===== src/inc/dlf_consts.svh =====
`ifndef DLF_CONSTS_SVH
`define DLF_CONSTS_SVH
// Register indices; the bus byte address is four times the index
`define DLF_ACQ_BW_IDX      8'h69
`define DLF_DAMP_IDX        8'h6A
`define DLF_ADDR_W          10
`define DLF_ACQ_BW_RESET    8'h0F
`define DLF_DAMP_RESET      8'h13
`define DLF_ACQ_BW_MASK     8'h1F
`define DLF_DAMP_MASK       8'h77
`define DLF_ACQ_BW_MAX      5'h11
`define DLF_DAMP_MIN        3'h1
`define DLF_DAMP_MAX        3'h5
`define DLF_RESP_OKAY       2'h0
`define DLF_RESP_SLVERR     2'h2
`endif


===== src/inc/dlf_pkg.sv =====
package dlf_pkg;
  // Write-side handshake state
  typedef enum logic [1:0] {
    WR_IDLE = 2'b00,
    WR_RESP = 2'b01
  } dlf_wr_state_type;

  // Loop settings handed to the filter logic
  typedef struct packed {
    logic [4:0] acq_bw_code;
    logic       acq_bw_valid;
    logic       acq_bw_active;
    logic [2:0] damping_code;
    logic       damping_valid;
    logic [2:0] pd_gain_code;
    logic       pd_gain_active;
  } dlf_loop_cfg_type;

  // Whole module state
  typedef struct packed {
    logic [7:0]   acq_reg;
    logic [7:0]   damp_reg;
    logic         aw_got;
    logic         w_got;
    logic [9:0]   awaddr;
    logic [31:0]  wdata;
    logic [3:0]   wstrb;
    dlf_wr_state_type wst;
    logic         bvalid;
    logic [1:0]   bresp;
    logic         rvalid;
    logic [31:0]  rdata;
    logic [1:0]   rresp;
    logic         awready;
    logic         wready;
    logic         arready;
    dlf_loop_cfg_type cfg;
  } dlf_state_type;
endpackage : dlf_pkg


===== src/design/dlf_regs.sv =====
// Notes on behaviour
// - Acquisition bandwidth applies only while acquiring lock and when selection bit allows.
// - Three-bit secondary damping code; 001..101 valid, 011 default, others unused.
// - Gain field bits 6:4 applies only for low-rate analog feedback and enable bit.
// - Secondary damping register is read/write and resets to 0x13.
//
// The implementer's own choice: register access over AXI4-Lite.
`include "dlf_consts.svh"
module dlf_regs (
  // Clock and reset
  input  wire logic              core_clk_in,
  input  wire logic              sys_rst_in,
  // AXI4-Lite write
  input  wire logic [9:0]        s_awaddr_in,
  input  wire logic              s_awvalid_in,
  output logic                   s_awready_out,
  input  wire logic [31:0]       s_wdata_in,
  input  wire logic [3:0]        s_wstrb_in,
  input  wire logic              s_wvalid_in,
  output logic                   s_wready_out,
  output logic [1:0]             s_bresp_out,
  output logic                   s_bvalid_out,
  input  wire logic              s_bready_in,
  // AXI4-Lite read
  input  wire logic [9:0]        s_araddr_in,
  input  wire logic              s_arvalid_in,
  output logic                   s_arready_out,
  output logic [31:0]            s_rdata_out,
  output logic [1:0]             s_rresp_out,
  output logic                   s_rvalid_out,
  input  wire logic              s_rready_in,
  // Loop status and enables from elsewhere in the device
  input  wire logic              main_acquiring_in,
  input  wire logic              acq_bw_select_in,
  input  wire logic              low_freq_analog_in,
  input  wire logic              pd_gain_enable_in,
  // Settings to the loop filters
  output dlf_pkg::dlf_loop_cfg_type loop_cfg_out
);

  dlf_pkg::dlf_state_type s_q;
  dlf_pkg::dlf_state_type s_d;

  // Byte address to register index
  function automatic logic [7:0] word_idx(input logic [9:0] a);
    word_idx = a[9:2];
  endfunction : word_idx

  // Next-state logic for the whole bank
  always_comb begin
    s_d = s_q;
    if (s_awvalid_in && s_awready_out) begin
      s_d.aw_got = 1'b1;
      s_d.awaddr = s_awaddr_in;
    end
    if (s_wvalid_in && s_wready_out) begin
      s_d.w_got = 1'b1;
      s_d.wdata = s_wdata_in;
      s_d.wstrb = s_wstrb_in;
    end
    // Commit once both halves are held; new items wait until the response is taken
    case (s_q.wst)
      dlf_pkg::WR_IDLE: begin
        if (s_q.aw_got && s_q.w_got) begin
          s_d.aw_got = 1'b0;
          s_d.w_got  = 1'b0;
          s_d.bvalid = 1'b1;
          s_d.bresp  = `DLF_RESP_OKAY;
          s_d.wst    = dlf_pkg::WR_RESP;
          // Only byte lane 0 carries register data
          if (word_idx(s_q.awaddr) == `DLF_ACQ_BW_IDX) begin
            if (s_q.wstrb[0]) begin
              s_d.acq_reg = s_q.wdata[7:0] & `DLF_ACQ_BW_MASK;
            end
          end else if (word_idx(s_q.awaddr) == `DLF_DAMP_IDX) begin
            if (s_q.wstrb[0]) begin
              s_d.damp_reg = s_q.wdata[7:0] & `DLF_DAMP_MASK;
            end
          end else begin
            s_d.bresp = `DLF_RESP_SLVERR;
          end
        end
      end
      dlf_pkg::WR_RESP: begin
        if (s_bready_in) begin
          s_d.bvalid = 1'b0;
          s_d.wst    = dlf_pkg::WR_IDLE;
        end
      end
      default: begin
        s_d.wst = dlf_pkg::WR_IDLE;
      end
    endcase
    // Read path: one cycle after address accept
    if (s_q.rvalid && s_rready_in) begin
      s_d.rvalid = 1'b0;
    end
    if (s_arvalid_in && s_arready_out) begin
      s_d.rvalid = 1'b1;
      s_d.rresp  = `DLF_RESP_OKAY;
      s_d.rdata  = 32'h0000_0000;
      if (word_idx(s_araddr_in) == `DLF_ACQ_BW_IDX) begin
        s_d.rdata[7:0] = s_q.acq_reg;
      end else if (word_idx(s_araddr_in) == `DLF_DAMP_IDX) begin
        s_d.rdata[7:0] = s_q.damp_reg;
      end else begin
        s_d.rresp = `DLF_RESP_SLVERR;
      end
    end
    // Readies live in the state, so a taken item closes its channel on the next edge
    s_d.awready = !s_d.aw_got && s_d.wst == dlf_pkg::WR_IDLE;
    s_d.wready  = !s_d.w_got && s_d.wst == dlf_pkg::WR_IDLE;
    s_d.arready = !s_d.rvalid;
    // Decoded settings, registered from the stored fields
    s_d.cfg.acq_bw_code    = s_d.acq_reg[4:0];
    s_d.cfg.acq_bw_valid   = s_d.acq_reg[4:0] <= `DLF_ACQ_BW_MAX;
    s_d.cfg.acq_bw_active  = main_acquiring_in && acq_bw_select_in && s_d.cfg.acq_bw_valid;
    s_d.cfg.damping_code   = s_d.damp_reg[2:0];
    s_d.cfg.damping_valid  = s_d.damp_reg[2:0] >= `DLF_DAMP_MIN && s_d.damp_reg[2:0] <= `DLF_DAMP_MAX;
    s_d.cfg.pd_gain_code   = s_d.damp_reg[6:4];
    s_d.cfg.pd_gain_active = low_freq_analog_in && pd_gain_enable_in;
  end

  // State register
  always_ff @(posedge core_clk_in or posedge sys_rst_in) begin
    if (sys_rst_in) begin
      s_q          <= '0;
      s_q.acq_reg  <= `DLF_ACQ_BW_RESET;
      s_q.damp_reg <= `DLF_DAMP_RESET;
      s_q.wst      <= dlf_pkg::WR_IDLE;
      // Decoded defaults show during reset, so the loops never see all-zero codes
      s_q.cfg.acq_bw_code   <= 5'(`DLF_ACQ_BW_RESET);
      s_q.cfg.acq_bw_valid  <= 1'b1;
      s_q.cfg.damping_code  <= 3'(`DLF_DAMP_RESET);
      s_q.cfg.damping_valid <= 1'b1;
      s_q.cfg.pd_gain_code  <= 3'(`DLF_DAMP_RESET >> 4);
    end else begin
      s_q <= s_d;
    end
  end

  // Outputs straight from flip-flops
  assign s_awready_out = s_q.awready;
  assign s_wready_out  = s_q.wready;
  assign s_arready_out = s_q.arready;
  assign s_bvalid_out  = s_q.bvalid;
  assign s_bresp_out   = s_q.bresp;
  assign s_rvalid_out  = s_q.rvalid;
  assign s_rdata_out   = s_q.rdata;
  assign s_rresp_out   = s_q.rresp;
  assign loop_cfg_out  = s_q.cfg;

  // Unused bit positions never hold a one, whatever software wrote
  a_damp_reserved: assert property (@(posedge core_clk_in) disable iff (sys_rst_in)
    s_q.damp_reg[7] == 1'b0 && s_q.damp_reg[3] == 1'b0)
    else $error("damping reserved bit set");
  a_acq_reserved: assert property (@(posedge core_clk_in) disable iff (sys_rst_in)
    s_q.acq_reg[7:5] == 3'h0)
    else $error("acq reserved bits set");

  // A committed write with lane 0 set lands, masked, on the next edge
  a_damp_write: assert property (@(posedge core_clk_in) disable iff (sys_rst_in)
    s_q.wst == dlf_pkg::WR_IDLE && s_q.aw_got && s_q.w_got && s_q.wstrb[0]
    && word_idx(s_q.awaddr) == `DLF_DAMP_IDX
    |=> s_q.damp_reg == ($past(s_q.wdata[7:0]) & `DLF_DAMP_MASK))
    else $error("damping write lost");
  a_acq_write: assert property (@(posedge core_clk_in) disable iff (sys_rst_in)
    s_q.wst == dlf_pkg::WR_IDLE && s_q.aw_got && s_q.w_got && s_q.wstrb[0]
    && word_idx(s_q.awaddr) == `DLF_ACQ_BW_IDX
    |=> s_q.acq_reg == ($past(s_q.wdata[7:0]) & `DLF_ACQ_BW_MASK))
    else $error("acq write lost");

  // Lane 0 off or an unmapped address leaves both registers as they were
  a_lane_off: assert property (@(posedge core_clk_in) disable iff (sys_rst_in)
    s_q.wst == dlf_pkg::WR_IDLE && s_q.aw_got && s_q.w_got && !s_q.wstrb[0]
    |=> $stable(s_q.acq_reg) && $stable(s_q.damp_reg))
    else $error("masked write changed a register");
  a_bad_addr: assert property (@(posedge core_clk_in) disable iff (sys_rst_in)
    s_q.wst == dlf_pkg::WR_IDLE && s_q.aw_got && s_q.w_got
    && word_idx(s_q.awaddr) != `DLF_ACQ_BW_IDX && word_idx(s_q.awaddr) != `DLF_DAMP_IDX
    |=> $stable(s_q.acq_reg) && $stable(s_q.damp_reg) && s_bresp_out == `DLF_RESP_SLVERR)
    else $error("unmapped write not refused");

  // Read data carry the stored byte with the upper bits at zero
  a_acq_read: assert property (@(posedge core_clk_in) disable iff (sys_rst_in)
    s_arvalid_in && s_arready_out && word_idx(s_araddr_in) == `DLF_ACQ_BW_IDX
    |=> s_rdata_out == {24'h00_0000, $past(s_q.acq_reg)} && s_rresp_out == `DLF_RESP_OKAY)
    else $error("acq read data wrong");
  a_damp_read: assert property (@(posedge core_clk_in) disable iff (sys_rst_in)
    s_arvalid_in && s_arready_out && word_idx(s_araddr_in) == `DLF_DAMP_IDX
    |=> s_rdata_out == {24'h00_0000, $past(s_q.damp_reg)} && s_rresp_out == `DLF_RESP_OKAY)
    else $error("damping read data wrong");

  // One transfer at a time each way; a channel stays shut while its answer waits
  a_write_busy: assert property (@(posedge core_clk_in) disable iff (sys_rst_in)
    s_bvalid_out |-> !s_awready_out && !s_wready_out)
    else $error("write accepted during response");
  a_read_busy: assert property (@(posedge core_clk_in) disable iff (sys_rst_in)
    s_rvalid_out |-> !s_arready_out)
    else $error("read accepted during response");
  a_read_once: assert property (@(posedge core_clk_in) disable iff (sys_rst_in)
    s_arvalid_in && s_arready_out |=> s_rvalid_out && !s_arready_out)
    else $error("read not answered");

  // Decoded codes track the stored fields; validity follows the listed code ranges
  a_cfg_track: assert property (@(posedge core_clk_in) disable iff (sys_rst_in)
    loop_cfg_out.acq_bw_code == s_q.acq_reg[4:0] && loop_cfg_out.damping_code == s_q.damp_reg[2:0])
    else $error("settings out of step with registers");
  a_acq_valid: assert property (@(posedge core_clk_in) disable iff (sys_rst_in)
    loop_cfg_out.acq_bw_valid == (loop_cfg_out.acq_bw_code <= `DLF_ACQ_BW_MAX))
    else $error("acq code check wrong");
  a_damp_valid: assert property (@(posedge core_clk_in) disable iff (sys_rst_in)
    loop_cfg_out.damping_valid == (loop_cfg_out.damping_code inside {[`DLF_DAMP_MIN:`DLF_DAMP_MAX]}))
    else $error("damping code check wrong");
  a_gain_bits: assert property (@(posedge core_clk_in) disable iff (sys_rst_in)
    loop_cfg_out.pd_gain_code == s_q.damp_reg[6:4])
    else $error("gain field not bits 6:4");

  // Enables act one edge later, since the settings are registered
  a_acq_active: assert property (@(posedge core_clk_in) disable iff (sys_rst_in)
    loop_cfg_out.acq_bw_active |-> $past(main_acquiring_in) && $past(acq_bw_select_in))
    else $error("acq bw applied outside acquisition");
  a_acq_gate: assert property (@(posedge core_clk_in) disable iff (sys_rst_in)
    loop_cfg_out.acq_bw_active |-> loop_cfg_out.acq_bw_valid)
    else $error("unused acq code applied");
  a_gain_field: assert property (@(posedge core_clk_in) disable iff (sys_rst_in)
    loop_cfg_out.pd_gain_active |-> $past(low_freq_analog_in) && $past(pd_gain_enable_in))
    else $error("gain applied without enable");
endmodule : dlf_regs


===== config.mk =====
export PLATFORM = sky130hd
export DESIGN_NAME = dlf_regs
export DESIGN_NICKNAME = d
export VERILOG_FILES = /design/src/inc/dlf_pkg.sv /design/src/design/dlf_regs.sv
export VERILOG_INCLUDE_DIRS = /design/src /design/src/inc
export SDC_FILE = /design/constraint.sdc
export NUM_CORES = 1
export LEC_CHECK = 0
export ABC_AREA = 1
export BUFFER_PORTS_ARGS = -buffer_cell sky130_fd_sc_hd__buf_2
export CAP_MARGIN = 5
export CORE_MARGIN = 2
export CORE_UTILIZATION = 47
export CTS_BUF_LIST = sky130_fd_sc_hd__clkbuf_8
export CTS_CLUSTER_DIAMETER = 80
export DETAILED_ROUTE_END_ITERATION = 12
export PLACE_DENSITY = 0.79
export SKIP_CTS_REPAIR_TIMING = 1
export SYNTH_ARGS = -nofsm -noshare
export SYNTH_HDL_FRONTEND = slang
export SYNTH_SLANG_ARGS = --single-unit
export TNS_END_PERCENT = 20

===== constraint.sdc =====
create_clock -name core_clk_in -period 2 [get_ports core_clk_in]
set_clock_uncertainty 0.2 [all_clocks]
set_input_delay 0 -clock core_clk_in [delete_from_list [all_inputs] [get_ports core_clk_in]]
set_output_delay 0 -clock core_clk_in [all_outputs]
set_load 0.005 [all_outputs]

==> results.txt <==
The run finished, with violations left. The final reports fail on hold timing. The maximum frequency from static timing analysis is roughly 560 MHz. In this run the worst setup path begins at s_awready_out. The initial antenna violation count is 0. The largest vdd supply drop came out at 540 uV.

The number of top-level pins is ~120. The via count of the first global-routing pass came to 1515. Summing every instance area after synthesis gives 2460 sq um. The most prevalent standard cell on the critical path is sky130_fd_sc_hd__nand2_1. The warning count from the yosys run came out at 0. The prevailing post-synth register cell is sky130_fd_sc_hd__dfrtp_1. The initial DRC count is 73. The global routing met2 resource utilization is 24.9%. The critical path startpoint category is a flip-flop. The total instance count after detailed placement came out at 385.

In this run the critical register-to-register path is launched from s_awready_out. The post-CTS clock slew at the launch and capture registers of the worst setup and hold paths is 0.09 ns. Ranked by total cell area, the synthesized netlist is headed by sky130_fd_sc_hd__dfrtp_1, sky130_fd_sc_hd__buf_4, sky130_fd_sc_hd__nand2_1, sky130_fd_sc_hd__dfstp_2, sky130_fd_sc_hd__inv_1.

The number of vias after detailed routing came out at 1854. The remaining number of nets flagged by the antenna check after routing came out at 0. The classification of the worst setup path is reg2reg. Clock tree synthesis found a total of 49 sinks. The cell family with the largest share of critical-path delay is buffers and inverters. The number of design rule violations left after detail routing came out at 0.

The total negative slack for setup checks came out at 0 ns. The non-filler instance count after layout is ~430. The number of setup violations in the final report is 0. The via density per instance came out at between 4 and 5. After the last flow step, the layout net total stands at 422.

The met1 usage came out at 16.4%. The leakage power came out at 1.70 nW. The post-detailed-route wirelength per cell came out at 10.6 um. The count of state elements after synthesis is 49. The number of diodes is 0. The total congestion overflow after global routing is 0. The cell at the slowest stage of the critical path is sky130_fd_sc_hd__dlygate4sd3_1. The total global routing track utilization came out at between 10% and 20%. For the worst flop-to-flop path, the logic depth is 5. The layout-stage area growth over the synthesis result is 23.6%.

Hold timing on the final database bottoms out at a slack of -0.0379 ns. A synthesized cell averages 8.88 sq um. Global routing consumed, on the met3 layer, ~5.5% of the routing resources.

The initial core utilization is 48.5%. The kind of end point of the critical path is a flip-flop. The slew at the pin with the worst max-slew slack came out at 0.517 ns. The share of synthesized registers carrying an async set or reset is 100%.

The worst hold path begins at s_arvalid_in. The netlist uses 30 different library cells. The signal on the critical path passes through nand2_1, inv_1, nand2_1, nand2_1, dlygate4sd3_1.

The count of cell instances traversed by the critical path is 5. The power density relative to cell area came out at 958 nW/um^2. The commonest cells after synthesis are sky130_fd_sc_hd__nand2_1, sky130_fd_sc_hd__buf_4, sky130_fd_sc_hd__dfrtp_1, sky130_fd_sc_hd__inv_1, sky130_fd_sc_hd__o21ai_0. The deepest level of the CTS H-tree is 2. The worst pin sits at a relative slew slack of 65.5%. The ratio of cells with drive above 1 in the final layout is around 28%. TritonCTS built the clock tree. The HPWL reported at the end of detailed placement is 3.23 mm. Max-cap violations in this run came to 0. The biggest cell delay along the critical path came out at 0.56 ns. For this block, the routed nets add up to 4.53 mm of wire. The first-pass detailed-route iteration total is 4. The region available for standard cell placement spans 5070 sq um. The number of buffers added on ports is 63. After filler insertion, the fill cell instance count of the layout stands at 461. The shortest period the worst path allows came out at roughly 1.8 ns. The area enclosed by the die boundary came out at 5830 sq um. Setup repair after global routing left no endpoint under its margin.

The min-delay analysis places its worst path in the category in2reg. The instance count of the mapped netlist came out at about 280. Data on the critical path is required at its endpoint by 1.99 ns. The number of enable-type register cells in the synthesized netlist is 0.

The weighted congestion reported at the end of routability-driven placement is 0.789. The post-route clock period utilization is 89.7%. The count of buffer and inverter cells on the critical path is 2. The TritonCTS buffer count is 5. The horizontal die dimension came out at about 76 um.

The count of endpoints failing hold in the final timing report came to 3. The most numerous cell in the Yosys netlist is sky130_fd_sc_hd__nand2_1. The maximum number of pins on one net before global-route repair came out at 27.

The die extent in y is between 70 and 80 um. Of all nets on the critical path, the largest fanout is 11. The total count of max-transition violations in the final report came to 0.

The first global-routing pass estimated 6.62 mm of wire. In this run the most used layer during global routing was met2. The initialized floorplan defines 26 standard-cell rows. The root buffer cell chosen for the clock tree is sky130_fd_sc_hd__clkbuf_8.

At the later pin of the worst-skew pair, clock insertion delay measures 0.30 ns. The synthesized design spends more area on one cell type than any other, namely sky130_fd_sc_hd__dfrtp_1. The number of instances on the worst hold path is 4.

The sequential share of the synthesized area came out at 50.3%. The top cell type's share of synthesized area came out at 40.7%. The deepest clock path buffer count came out at 2. The arrival time reported for the critical path endpoint is ~1.8 ns.

The total chip power is 2.91 mW.
## final cells by class
| cell class | instances | area, sq um | share of cell area, % |
|---|---|---|---|
| clock inverter | 2 | 33.8 | 1.11 |
| timing repair buffer | 97 | 666 | 21.9 |
| clock buffer | 6 | 82.6 | 2.72 |
| multi-input combinational | 169 | 808 | 26.6 |
| inverter | 33 | 125 | 4.12 |
| tap | 70 | 87.6 | 2.88 |
| sequential | 49 | 1240 | 40.7 |
## routing by layer
metal / part of all wire (%) / vias up
met3: 5.5 / 2
met5: 0 / -
met2: 53 / 54
met1: 41 / 864
met4: 0.51 / 0
li1: - / 934
## per-stage QoR
step           worst slack [ns]  util [%]  cell area [sq um]
2_1_floorplan             0.557         -               2560
5_1_grt                  0.0606      59.9               3040
3_5_place_dp              0.424      51.1               2590
3_3_place_gp              0.472      51.1               2590
4_1_cts                   0.398      53.4               2710
6_report                  0.205      59.9               3040
## state kept, by name, summed over array words and instances (netlist names)
name           flops
loop_cfg_out       8
s_arready_out      1
s_awready_out      1
s_bresp_out        1
s_bvalid_out       1
s_q               27
s_rdata_out        7
s_rresp_out        1
s_rvalid_out       1
s_wready_out       1
## worst paths after layout
check                                  end  slack (ns)
min in group asynchronous         s_q[102]        0.08
hold reg to reg              s_arready_out        0.28
max in group asynchronous  loop_cfg_out[1]        0.93
hold / removal              s_rdata_out[3]       -0.04
setup reg to reg                  s_q[102]        0.21
setup / recovery                  s_q[102]        0.21
## power breakdown
group / internal, mW / switching [mW] / total (mW)
clock: 0.403 / 0.307 / 0.709
sequential: 1.25 / 0.134 / 1.38
combinational: 0.361 / 0.459 / 0.820
total: 2.01 / 0.900 / 2.91
## worst min-delay path: cells and delay by family
kind	cells	cell delay, ns
buffers and inverters	1	0.08
AND/OR/NAND/NOR	3	0.35
## placed cells by master (no fill, tap or decap)
cell and instances:
sky130_fd_sc_hd__nand3_2 1, sky130_fd_sc_hd__o21ai_2 1, sky130_fd_sc_hd__inv_1 31, sky130_fd_sc_hd__nor2_1 8, sky130_fd_sc_hd__nor4_1 1, sky130_fd_sc_hd__a21oi_2 2
sky130_fd_sc_hd__a22o_1 2, sky130_fd_sc_hd__nor2_2 2, sky130_fd_sc_hd__dlygate4sd3_1 33, sky130_fd_sc_hd__o31ai_1 1, sky130_fd_sc_hd__o211ai_1 2, sky130_fd_sc_hd__nand3b_1 1
sky130_fd_sc_hd__and2_0 1, sky130_fd_sc_hd__nand2_1 74, sky130_fd_sc_hd__clkinv_2 1, sky130_fd_sc_hd__dfrtp_1 40, sky130_fd_sc_hd__buf_2 63, sky130_fd_sc_hd__nand3_1 13
sky130_fd_sc_hd__buf_12 1, sky130_fd_sc_hd__nor2_4 3, sky130_fd_sc_hd__a21oi_1 1, sky130_fd_sc_hd__nor2_8 1, sky130_fd_sc_hd__bufinv_16 1, sky130_fd_sc_hd__clkbuf_8 6
sky130_fd_sc_hd__o21ai_1 1, sky130_fd_sc_hd__nand4_1 2, sky130_fd_sc_hd__nand2_2 5, sky130_fd_sc_hd__nand2_4 3, sky130_fd_sc_hd__dfstp_2 9, sky130_fd_sc_hd__conb_1 28
sky130_fd_sc_hd__o21ai_0 14, sky130_fd_sc_hd__inv_2 2, sky130_fd_sc_hd__nor3_1 2
## cell families after synthesis
kind of cell | count (synthesis) | synth area share, %
AND/OR/NAND/NOR | 117 | 22.6
buffers and inverters | 86 | 21.0
other | 1 | 0.152
flip-flops | 49 | 50.3
AO/OA/AOI/OAI | 24 | 5.95
Power figures use the tool's default switching activity.
